### src/logic/dcs_regs.svh
`ifndef DCS_REGS_SVH
`define DCS_REGS_SVH

// Clock period of clk_sys in ns (40 MHz).
`define DCS_CLK_PERIOD_NS 32'h0000_0019
// One step of the auto restart delay is 0.1 s, given here in ns.
`define DCS_DELAY_UNIT_NS 32'h05F5_E100
// Cycles per delay step, derived from the step time and the clock rate.
`define DCS_DELAY_UNIT_CYCLES (`DCS_DELAY_UNIT_NS / `DCS_CLK_PERIOD_NS)
// Percent scale used for all threshold products.
`define DCS_PCT_SCALE 7'h64
// Undervoltage warning level: 85 percent of the supply range top level.
`define DCS_UV_WARN_PCT 7'h55
// Chopper starts at 115 percent and reaches full duty at 120 percent.
`define DCS_CHOP_START_PCT 7'h73
`define DCS_CHOP_FULL_PCT 7'h78
// Chopper PWM carrier: 64 steps per period, counter width 6 bits.
`define DCS_PWM_STEPS 7'h40
`define DCS_PWM_BITS 6
// Reset values of the status flags and of the internal counters.
`define DCS_FLAG_RST 1'h0
`define DCS_COUNT_RST 16'h0000
`define DCS_TICK_RST 32'h0000_0000
`define DCS_PWM_RST 6'h00

`endif

### src/logic/dcs_pkg.sv
package dcs_pkg;
    // DC link voltage in whole volts.
    typedef logic [11:0] dcs_volt_t;
    // Auto restart delay in steps of 0.1 s; zero means auto restart is off.
    typedef logic [15:0] dcs_delay_t;
endpackage : dcs_pkg

### src/logic/dcs_tmr_if.sv
`timescale 1ns/10ps
`default_nettype none
interface dcs_tmr_if;
    logic below;
    dcs_pkg::dcs_delay_t delay;
    logic tick;
    logic expired;
    modport owner (output below, output delay, output tick, input expired);
    modport timer (input below, input delay, input tick, output expired);
endinterface : dcs_tmr_if
`default_nettype wire

### src/logic/dcs_persist.sv
`timescale 1ns/10ps
`default_nettype none
`include "dcs_regs.svh"
module dcs_persist (
    // Clock and reset
    input wire logic clk_sys,
    input wire logic rst,
    // Condition and delay
    dcs_tmr_if.timer tmr
);
    import dcs_pkg::*;

    dcs_delay_t count_q;
    dcs_delay_t count_d;
    wire logic count_full = (count_q >= tmr.delay);

    // Any break in the condition restarts the wait, so only a continuous stretch counts.
    assign count_d = !tmr.below ? `DCS_COUNT_RST :
                     (tmr.tick && !count_full) ? count_q + 16'h0001 : count_q;
    assign tmr.expired = tmr.below && count_full;

    always_ff @(posedge clk_sys) begin
        if (rst) begin
            count_q <= `DCS_COUNT_RST;
        end else begin
            count_q <= count_d;
        end
    end

    AST_COUNT_CLEARS: assert property (@(posedge clk_sys) disable iff (rst)
        !tmr.below |=> count_q == `DCS_COUNT_RST)
        else $error("persistence count not cleared after the condition dropped");
endmodule : dcs_persist
`default_nettype wire

### src/logic/dcs_supervisor.sv
// How it works
// Not modulating: warning whenever voltage is below the warning threshold.
// Modulating, restart delay non-zero: warning when voltage is below standby threshold.
// That warning holds while continuously below standby, until the delay expires.
// Modulating, zero delay: trip as soon as voltage is below trip threshold.
// Modulating, non-zero delay: trip only after continuous low for the delay, less up to one step.
// Chopper starts switching at 1.15 times the supply range top level.
// Chopper duty reaches 100 percent at 1.2 times the top level.
// Chopper stays off whenever overvoltage control is enabled.
// Warning threshold is 85 percent of the supply range top level.
// Duty rises linearly between start and full; off below start.
// Warning and trip are separate flags; trip holds until a reset request.
`timescale 1ns/10ps
`default_nettype none
`include "dcs_regs.svh"
module dcs_supervisor #(
    parameter int unsigned DELAY_UNIT_CYCLES = `DCS_DELAY_UNIT_CYCLES
) (
    // Clock and reset
    input wire logic clk_sys,
    input wire logic rst,
    // Measurement and drive state
    input wire dcs_pkg::dcs_volt_t dc_voltage,
    input wire logic modulating,
    // Configuration
    input wire dcs_pkg::dcs_volt_t supply_range_top_dc_level,
    input wire dcs_pkg::dcs_volt_t standby_level,
    input wire dcs_pkg::dcs_volt_t uv_trip_level,
    input wire dcs_pkg::dcs_delay_t restart_delay,
    input wire logic ovc_enable,
    input wire logic trip_clear,
    // Status and chopper drive
    output logic uv_warning,
    output logic uv_trip,
    output logic chopper_on
);
    import dcs_pkg::*;

    // Delay step timer: free running, so the first step of a wait may be short.
    logic [31:0] tick_cnt_q;
    logic [31:0] tick_cnt_d;
    logic tick_q;
    logic tick_d;
    // Chopper carrier: one full sweep every 64 clocks.
    logic [`DCS_PWM_BITS-1:0] pwm_q;
    logic [`DCS_PWM_BITS-1:0] pwm_d;
    // Status flops behind the three outputs.
    logic warn_q;
    logic warn_d;
    logic trip_q;
    logic trip_d;
    logic chop_q;
    logic chop_d;

    // Two persistence timers share the step pulse and the restart delay.
    dcs_tmr_if standby_tmr ();
    dcs_tmr_if trip_tmr ();

    wire logic delay_on = (restart_delay != 16'h0000);
    wire logic below_standby = (dc_voltage < standby_level);
    wire logic below_trip = (dc_voltage < uv_trip_level);

    // Thresholds are compared as products, so no divider sits in the compare path.
    // Warning threshold scaling.
    wire logic [19:0] dc_x100 = 20'(dc_voltage) * 20'(`DCS_PCT_SCALE);
    wire logic [19:0] warn_lvl = 20'(supply_range_top_dc_level) * 20'(`DCS_UV_WARN_PCT);
    wire logic below_warn = (dc_x100 < warn_lvl);

    // Fixed ends of the chopper band, used by the checks below.
    wire logic [19:0] chop_start_lvl = 20'(supply_range_top_dc_level) * 20'(`DCS_CHOP_START_PCT);
    wire logic [19:0] chop_full_lvl = 20'(supply_range_top_dc_level) * 20'(`DCS_CHOP_FULL_PCT);
    wire logic below_chop_start = (dc_x100 < chop_start_lvl);
    wire logic at_chop_full = (dc_x100 >= chop_full_lvl);

    // The carrier compare avoids a divider: the threshold sweeps 115 to 120 percent per period.
    wire logic [12:0] sweep_pct = 13'(`DCS_CHOP_START_PCT) * 13'(`DCS_PWM_STEPS)
        + 13'(`DCS_CHOP_FULL_PCT - `DCS_CHOP_START_PCT) * 13'(pwm_q);
    wire logic [25:0] dc_scaled = 26'(dc_x100) * 26'(`DCS_PWM_STEPS);
    wire logic [25:0] chop_lvl = 26'(supply_range_top_dc_level) * 26'(sweep_pct);

    // A wait only runs while the drive modulates; when idle, both counts stay at zero.
    assign standby_tmr.below = modulating && below_standby;
    assign standby_tmr.delay = restart_delay;
    assign standby_tmr.tick = tick_q;
    assign trip_tmr.below = modulating && below_trip;
    assign trip_tmr.delay = restart_delay;
    assign trip_tmr.tick = tick_q;

    dcs_persist u_standby_wait (
        .clk_sys(clk_sys),
        .rst(rst),
        .tmr(standby_tmr.timer)
    );

    dcs_persist u_trip_wait (
        .clk_sys(clk_sys),
        .rst(rst),
        .tmr(trip_tmr.timer)
    );

    // Warning conditions.
    // The idle term uses the fixed 85 percent level, the modulating term the standby input.
    // Modulating with zero delay has no warning term, because the trip follows at once.
    assign warn_d = (!modulating && below_warn)
        || (modulating && delay_on && below_standby && !standby_tmr.expired);

    // Sticky trip; a new trip event wins over a clear.
    // A clear held high cannot hide a trip that is still present.
    wire logic trip_set = modulating && below_trip && (!delay_on || trip_tmr.expired);
    assign trip_d = trip_set || (trip_q && !trip_clear);

    // Chopper compare against the sweeping threshold.
    // Above the band the compare holds for every carrier step, so the duty is full.
    assign chop_d = !ovc_enable && (dc_scaled >= chop_lvl);

    // Delay step pulse, one clock wide.
    // The step timer never stops, so a wait may end up to one step early; this was
    // preferred to one timer per condition, which would cost one more wide counter.
    assign tick_d = (tick_cnt_q == DELAY_UNIT_CYCLES - 1);
    assign tick_cnt_d = tick_d ? `DCS_TICK_RST : tick_cnt_q + 32'h0000_0001;
    assign pwm_d = pwm_q + 6'h01;

    always_ff @(posedge clk_sys) begin
        if (rst) begin
            tick_cnt_q <= `DCS_TICK_RST;
            tick_q <= `DCS_FLAG_RST;
        end else begin
            tick_cnt_q <= tick_cnt_d;
            tick_q <= tick_d;
        end
    end

    always_ff @(posedge clk_sys) begin
        if (rst) begin
            pwm_q <= `DCS_PWM_RST;
        end else begin
            pwm_q <= pwm_d;
        end
    end

    // Warning, trip and chopper flags kept apart.
    always_ff @(posedge clk_sys) begin
        if (rst) begin
            warn_q <= `DCS_FLAG_RST;
            trip_q <= `DCS_FLAG_RST;
            chop_q <= `DCS_FLAG_RST;
        end else begin
            warn_q <= warn_d;
            trip_q <= trip_d;
            chop_q <= chop_d;
        end
    end

    // Outputs are plain copies of flops, so no decode glitch reaches the pins.
    assign uv_warning = warn_q;
    assign uv_trip = trip_q;
    assign chopper_on = chop_q;

    // Undervoltage checks. Each one looks one clock after the inputs that cause it.

    AST_WARN_IDLE: assert property (@(posedge clk_sys) disable iff (rst)
        (!modulating && below_warn) |=> uv_warning)
        else $error("warning missing while idle and below warning level");

    AST_WARN_LEVEL: assert property (@(posedge clk_sys) disable iff (rst)
        (!modulating && !below_warn) |=> !uv_warning)
        else $error("warning shown while idle at or above warning level");

    AST_WARN_STANDBY: assert property (@(posedge clk_sys) disable iff (rst)
        (modulating && delay_on && below_standby && !standby_tmr.expired) |=> uv_warning)
        else $error("warning missing while modulating below standby level");

    AST_WARN_ZERO: assert property (@(posedge clk_sys) disable iff (rst)
        (modulating && !delay_on) |=> !uv_warning)
        else $error("warning shown while modulating with zero restart delay");

    AST_WARN_ENDS: assert property (@(posedge clk_sys) disable iff (rst)
        (modulating && standby_tmr.expired) |=> !uv_warning)
        else $error("warning still shown after the restart delay expired");

    AST_TRIP_FAST: assert property (@(posedge clk_sys) disable iff (rst)
        (modulating && !delay_on && below_trip) |=> uv_trip)
        else $error("trip not raised at once with zero restart delay");

    AST_TRIP_WAITS: assert property (@(posedge clk_sys) disable iff (rst)
        (!uv_trip && modulating && delay_on && below_trip && !trip_tmr.expired) |=> !uv_trip)
        else $error("trip raised before the restart delay elapsed");

    AST_TRIP_SET: assert property (@(posedge clk_sys) disable iff (rst)
        (modulating && delay_on && below_trip && trip_tmr.expired) |=> uv_trip)
        else $error("trip not raised when the restart delay elapsed");

    AST_TICK_PULSE: assert property (@(posedge clk_sys) disable iff (rst)
        tick_q |=> !tick_q)
        else $error("delay step pulse longer than one clock");

    AST_TRIP_HOLD: assert property (@(posedge clk_sys) disable iff (rst)
        (uv_trip && !trip_clear) |=> uv_trip)
        else $error("trip dropped without a reset request");

    AST_TRIP_CLEAR: assert property (@(posedge clk_sys) disable iff (rst)
        (uv_trip && trip_clear && !trip_set) |=> !uv_trip)
        else $error("trip not cleared by reset request");

    // Chopper checks. The band runs from 115 to 120 percent of the top level.

    AST_CHOP_LOW: assert property (@(posedge clk_sys) disable iff (rst)
        below_chop_start |=> !chopper_on)
        else $error("chopper on below start level");

    AST_CHOP_START: assert property (@(posedge clk_sys) disable iff (rst)
        (!ovc_enable && !below_chop_start && pwm_q == `DCS_PWM_RST) |=> chopper_on)
        else $error("chopper not switching at start level");

    AST_CHOP_FULL: assert property (@(posedge clk_sys) disable iff (rst)
        (!ovc_enable && at_chop_full) |=> chopper_on)
        else $error("chopper not at full duty at full level");

    AST_CHOP_OVC: assert property (@(posedge clk_sys) disable iff (rst)
        ovc_enable |=> !chopper_on)
        else $error("chopper active with overvoltage control enabled");
endmodule : dcs_supervisor
`default_nettype wire

### config.mk
export PLATFORM = sky130hd
export DESIGN_NAME = dcs_supervisor
export DESIGN_NICKNAME = d
export VERILOG_FILES = /design/src/logic/dcs_pkg.sv /design/src/logic/dcs_tmr_if.sv /design/src/logic/dcs_persist.sv /design/src/logic/dcs_supervisor.sv
export VERILOG_INCLUDE_DIRS = /design/src /design/src/logic
export SDC_FILE = /design/constraint.sdc
export NUM_CORES = 1
export LEC_CHECK = 0
export ABC_AREA = 1
export BUFFER_PORTS_ARGS = -buffer_cell sky130_fd_sc_hd__clkbuf_2
export CAP_MARGIN = 20
export CORE_UTILIZATION = 30
export DETAILED_ROUTE_END_ITERATION = 7
export GPL_ROUTABILITY_DRIVEN = 0
export HOLD_SLACK_MARGIN = 0.15
export PLACE_DENSITY = 0.56
export SYNTH_ARGS = -nofsm -noshare
export SYNTH_HDL_FRONTEND = slang
export SYNTH_HIERARCHICAL = 1
export SYNTH_SLANG_ARGS = --single-unit
### constraint.sdc
create_clock -name clk_sys -period 6.86 [get_ports clk_sys]
set_input_delay 1.715 -clock clk_sys [delete_from_list [all_inputs] [get_ports clk_sys]]
set_output_delay 1.715 -clock clk_sys [all_outputs]
set_load 0.02 [all_outputs]
# After elaboration in Yosys (flattened, before gate mapping)
# Cells that the tools add are included.
dict set report totals {
  ram_bits 0
  out_inout_bits 3
  input_bits 69
  reg_bits 74
  latchBits 0
  romBits 0
  mem_count 0
}
dict set report op_classes {
  div_mod_pow 0
  n_eq_ne 1
  shift 0
  muxes 0
  multipliers 4
  n_bitwise 2
  add_sub_neg 5
  reduce_logical 27
  n_lt_le_gt_ge 6
}
# operator count
set ops {}
lappend ops {{16-bit by 1-bit adder with 16-bit output (second input constant)} 2}
lappend ops {{32-bit by 1-bit adder with 32-bit output (second input constant)} 1}
lappend ops {{32-bit by 22-bit equality test with 1-bit output (second input constant)} 1}
lappend ops {{16-bit greater-or-equal comparator} 2}
lappend ops {{25-bit greater-or-equal comparator} 1}
lappend ops {{12-bit by 13-bit multiplier with 25-bit output} 1}
lappend ops {{12-bit < comparator} 2}
lappend ops {{19-bit < comparator} 1}
lappend ops {{12-bit by 7-bit multiplier with 19-bit output (second input constant)} 1}
lappend ops {{12-bit by 5-bit multiplier with 17-bit output (second input constant)} 1}
lappend ops {{16-bit nonzero test} 1}
lappend ops {{1-bit logical AND} 13}
lappend ops {{11-bit by 10-bit adder with 12-bit output (first input constant)} 1}
lappend ops {{3-bit by 6-bit multiplier with 9-bit output (first input constant)} 1}
lappend ops {{1-bit logical NOT} 7}
lappend ops {{6-bit by 1-bit adder with 6-bit output (second input constant)} 1}
lappend ops {{2-bit OR reduction} 3}
lappend ops {{1-bit logical OR} 3}
lappend ops {{1-bit NOT} 2}

# Longest topological paths before layout
dict set report logic_depth {
  depth_word 6
  mapped_depth 39
  ltp_nobuf 39
}

# Hierarchy
# Netlist, hierarchy kept.
# mod seq_area_each_um2 cells_each area_each_um2 instances
set modules_own_cells {}
lappend modules_own_cells {dcs_supervisor 840.8 1619 11703.7 1}
lappend modules_own_cells {dcs_persist 320.3 243 1496.4 2}

# Least setup slack after synthesis
# Ideal clock, no wire load.
dict set report synth_timing {
  kind {input to register}
  startpoint {input port supply_range_top_dc_level[8]}
  endpoint {register chop_q (netlist: chopper_on)}
  path_stages 27
  n_path_buf 1
  arrival_time_ns 6.884
  path_slack_ns -0.094
  setup_time_ns 0.070
  path_cell_list {clkbuf_1 inv_1 nor2_1 fa_1 inv_1 fa_1 inv_1 fa_1 fa_1 inv_1 fa_1 inv_1 ha_1 a21o_1 a21boi_0 nand2_1 nand2_1 nand3_1 nand2_1 nand2_1 ha_1 nand2_1 nor2_1 nand4_1 nor3b_1 nand2_1 a21oi_1}
}
dict set report synth_between {
  elab_chain_len 3
}
# element line_no
set synth_lines {}
lappend synth_lines {{from (decl)} dcs_supervisor.sv:26} ;# input wire dcs_pkg::dcs_volt_t supply_range_top_dc_level,
lappend synth_lines {{12-bit by 13-bit multiplier with 25-bit output} dcs_supervisor.sv:79} ;# wire logic [25:0] chop_lvl = 26'(supply_range_top_dc_level) * 26'(sweep_pct);
lappend synth_lines {{25-bit greater-or-equal comparator} dcs_supervisor.sv:114} ;# assign chop_d = !ovc_enable && (dc_scaled >= chop_lvl);
lappend synth_lines {{1-bit logical AND} dcs_supervisor.sv:114}
lappend synth_lines {{to (signal assigned)} dcs_supervisor.sv:146} ;# chop_q <= `DCS_FLAG_RST;
lappend synth_lines {{to (signal assigned)} dcs_supervisor.sv:150} ;# chop_q <= chop_d;
lappend synth_lines {{to (decl)} dcs_supervisor.sv:52} ;# logic chop_q;
# No other way between the ends.
# A chain may end at the register's enable or synchronous reset.

# Worst setup path in the final report
dict set report layout_timing {
  startpoint {register pwm_q[3]}
  endpoint {register chop_q (netlist: chopper_on)}
}
dict set report layout_between {
  elab_chain_len 5
}
# element line_no
set layout_lines {}
lappend layout_lines {{from (decl)} dcs_supervisor.sv:45} ;# logic [`DCS_PWM_BITS-1:0] pwm_q;
lappend layout_lines {{from (signal assigned)} dcs_supervisor.sv:135} ;# pwm_q <= `DCS_PWM_RST;
lappend layout_lines {{from (signal assigned)} dcs_supervisor.sv:137} ;# pwm_q <= pwm_d;
lappend layout_lines {{3-bit by 6-bit multiplier with 9-bit output} dcs_supervisor.sv:77} ;# + 13'(`DCS_CHOP_FULL_PCT - `DCS_CHOP_START_PCT) * 13'(pwm_q);
lappend layout_lines {{11-bit by 10-bit adder with 12-bit output} dcs_supervisor.sv:76} ;# wire logic [12:0] sweep_pct = 13'(`DCS_CHOP_START_PCT) * 13'(`DCS_PWM_STEPS)
lappend layout_lines {{12-bit by 13-bit multiplier with 25-bit output} dcs_supervisor.sv:79}
lappend layout_lines {{25-bit greater-or-equal comparator} dcs_supervisor.sv:114}
lappend layout_lines {{1-bit logical AND} dcs_supervisor.sv:114}
# No other way between the ends.

==> metrics.md <==
| Metric | Value |
|---|---|
| Startpoint Class | flip-flop |
| Multi-input logic area | 0.0117 mm² |
| I/O pin total | 72 |
| Post-synth ARST share | 0% |
| Final core utilization | 36.2% |
| Die Ht | 223 µm |
| Worst EP required | 7.12 ns |
| Critical path arrival | 7.11 ns |
| Synth Area in XOR/XNOR | 3.11% |
| Pre-antenna DRT Iters | 6 |
| CTS Buf Count | 9 |
| Simple-gate area share of the yosys netlist | 26.7% |
| Reg clk slew, reported paths | 0.07 ns |
| Avg Inst Size Synth | 6.98 µm² |
| IO Port Bufs | 71 |
| Distinct cells, synth | 47 |
| Placement row count | 80 |
| Initial antenna violation count | 1 |
| Antenna diodes | 0 |
| Total track usage | 15.2% |
| Clock Path Buffers | 2 |
| Worst Tran Pin Value | 0.969 ns |
| Top cell by count, worst path | fa_1 |
| Vias/cell | 4.62 |
| Mux share of post-synthesis cell area | 0% |
| Post-synthesis compound-gate area fraction | 6.42% |
| Setup TNS | 0 ns |
| Synth Area in Adders | 39.6% |
| Post-synth EDFFs | 0 |
| WS Path Type | reg -> reg |
| DR vias | 13.3k |
| CTS tree | yes |
| Status | complete, no violations |
| Cell Pwr Density | 318 mW/mm² |
| Max-slew violation count | 0 |
| Final WL | 37.3 mm |
| Max-cap viol count | 0 |
| Max incr delay on CP | 0.60 ns |
| Final HPWL DP | 31.9 mm |
| Max-slew headroom | 35.3% |
| Endpoint class of the critical path | flip-flop |
| Synth Register Bits | 74 |
| Main combinational cell family by area after synthesis | adder cells |
| Synth Net Count | 2559 |
| Drt wl/cell | 12.9 µm |
| Final Cycle Share | 99.8% |
| Clock Tree Root | clkbuf_16 |
| Skew-Pair Late Insertion Delay | 0.36 ns |
| First-pass GRT wire length | 62.2 mm |
| Post-Syn Area | 0.0147 mm² |
| Reg area | 0.00149 mm² |
| Mapped Cells | 2105 |
| Final hold vios | 0 |
| Drt initial violations | 588 |
| Layout Nets | 2723 |
| Hold_buf cts | 0 |
| Fill cells | 5108 |
| Final min period | 6.85 ns |
| Remaining antenna violation count | 0 |
| Starting Density | 30.6% |
| DR DRC count | 0 |
| Vias in the first global route | 13.3k |
| Maximum fanout along the worst path | 3 |
| Largest net degree at the start of global routing | 32 |
| Yosys Warn Count | 6 |
| Synthesis-to-layout area growth | 18.5% |
| Die Footprint | 0.0499 mm² |
| Core Box Area | 0.0480 mm² |
| Die extent in x | 223 µm |
| Peak supply drop | 0.292 mV |
| H-tree level count | 3 |
| Leakage power | 8.85 nW |
| Sequential element share of the synthesized area | 10.1% |
| Hold crit path type | reg -> reg |
| Most used DFF post-synth | dfxtp_1 |
| Reg2reg path depth | 30 |
| Hold Path Cell Cnt | 2 |
| CTS Sinks | 74 |
| Fraction of layout cells with a size suffix above 1 | 16.6% |
| Achievable frequency | 0.146 GHz |
| Unrepaired setup endpoints after global routing | true |
| Final setup viols | 0 |
| Final setup skew | 0.00860 ns |
| Slowest CP cell | fa_1 |
| GRT overflow | 0 |
-- flip-flops by register name, indices dropped and copies added (netlist names) --
signal                  cells
standby_tmr.tick            1
pwm_q                       6
u_trip_wait/count_q        16
chopper_on                  1
tick_cnt_q                 32
u_standby_wait/count_q     16
uv_trip                     1
uv_warning                  1
-- worst paths after layout --
check,startpoint,end,slack [ns]
setup / recovery,pwm_q[3],chopper_on,0.01
hold / removal,tick_cnt_q[26],tick_cnt_q[26],0.49
setup reg to reg,pwm_q[3],chopper_on,0.01
hold reg to reg,tick_cnt_q[26],tick_cnt_q[26],0.49
-- through the flow --
step / hold WS [ns] / instance area (µm²) / power (mW) / instances / setup WS, ns
floorplan: 0.450 / 14700 / 2.92 / 2105 / 0.0591
global placement: 0.459 / 16400 / 4.17 / 2864 / -0.210
detailed placement: 0.476 / 16500 / 4.24 / 2866 / -0.226
CTS: 0.486 / 16900 / 4.94 / 2883 / 0.00000533
global route: 0.500 / 17400 / 6.14 / 2889 / -0.217
finish: 0.486 / 17400 / 5.53 / 2889 / 0.0113
-- report_power, final --
| part | switching [mW] | leakage (nW) | total [mW] | internal (mW) |
|---|---|---|---|---|
| clock network | 0.223 | 0.146 | 0.513 | 0.289 |
| registers | 0.00433 | 0.599 | 0.440 | 0.436 |
| logic | 2.51 | 8.11 | 4.58 | 2.07 |
-- synthesized netlist by cell type, types with 5 or more instances --
| cell type | n | area [µm²] |
|---|---|---|
| nand3_2 | 5 | 50.1 |
| fa_1 | 134 | 2680 |
| xnor2_1 | 28 | 245 |
| a21o_1 | 5 | 37.5 |
| nand3_1 | 82 | 410 |
| nor3_1 | 19 | 95.1 |
| nor3_2 | 15 | 150 |
| dfxtp_1 | 74 | 1480 |
| nand3b_1 | 5 | 37.5 |
| buf_4 | 6 | 45.0 |
| o21ai_0 | 33 | 165 |
| a21oi_1 | 110 | 551 |
| nor2_2 | 11 | 68.8 |
| nand4_1 | 59 | 369 |
| clkbuf_1 | 16 | 60.1 |
| nand2_1 | 472 | 1770 |
| xor2_1 | 21 | 184 |
| buf_2 | 6 | 30.0 |
| ha_1 | 251 | 3140 |
| inv_1 | 496 | 1860 |
| inv_2 | 7 | 26.3 |
| nand2_2 | 14 | 87.6 |
| nor2_1 | 185 | 694 |
-- critical path: cells and delay by family, from the launching register on --
family	cells	cell delay [ns]
adders and majority gates	11	4.21
and+or+nand+nor	4	0.22
AOI/OAI and AO/OA	6	0.83
xor gates and xnor gates	2	0.47
buffers and inverters	7	0.67
DFF	1	0.36
-- cell families (layout without fill, tap and decap cells) --
group           count (synthesis)  count (layout)
xor+xnor                       50              50
simple gates                  887             887
buf+inv                       537             706
fa+ha+maj                     385             385
compound gates                172             172
flops                          74              74
-- routing by layer --
layer | wire (µm) | global-route usage, % | vias up
met2 | 17200 | 25.8 | 245
met3 | 1490 | 1.84 | 46
met5 | 0 | 0 | -
met1 | 18100 | 20.4 | 6191
li1 | - | - | 6858
met4 | 615 | 3.60 | 0
-- area by class of cell --
class / count / area share [%]
multi-input cells: 1494 / 67.2
well taps: 615 / 4.42
flip-flops and latches: 74 / 8.54
inverters: 506 / 11.0
repair buffers: 184 / 7.14
clock buffers: 9 / 1.29
clock inverters: 7 / 0.489
-- what timing repair did --
action / CTS / global route
endpoints found under the setup margin: 1 / 1
resized for setup: 24 / 108
pin swaps: 7 / 83
setup buffers: 1 / 4
-- cell usage in the layout (no fill, tap or decap), drive strengths merged --
cell type  count
nor3          34
a21o           5
nor4           5
fa           134
nor3b          2
o21a           4
ha           251
nand4         60
xor2          21
clkinvlp       2
o211ai         3
a31o           1
and2           1
clkbuf        80
o21ai         38
inv          509
clkinv         1
xnor2         29
nor2         199
a21boi         1
a31oi          2
bufinv         1
nand2        486
o21bai         3
nand3b         7
buf          113
or2            6
dfxtp         74
o31ai          1
nand3         87
a21oi        114
(Power assumes the default switching activity.)
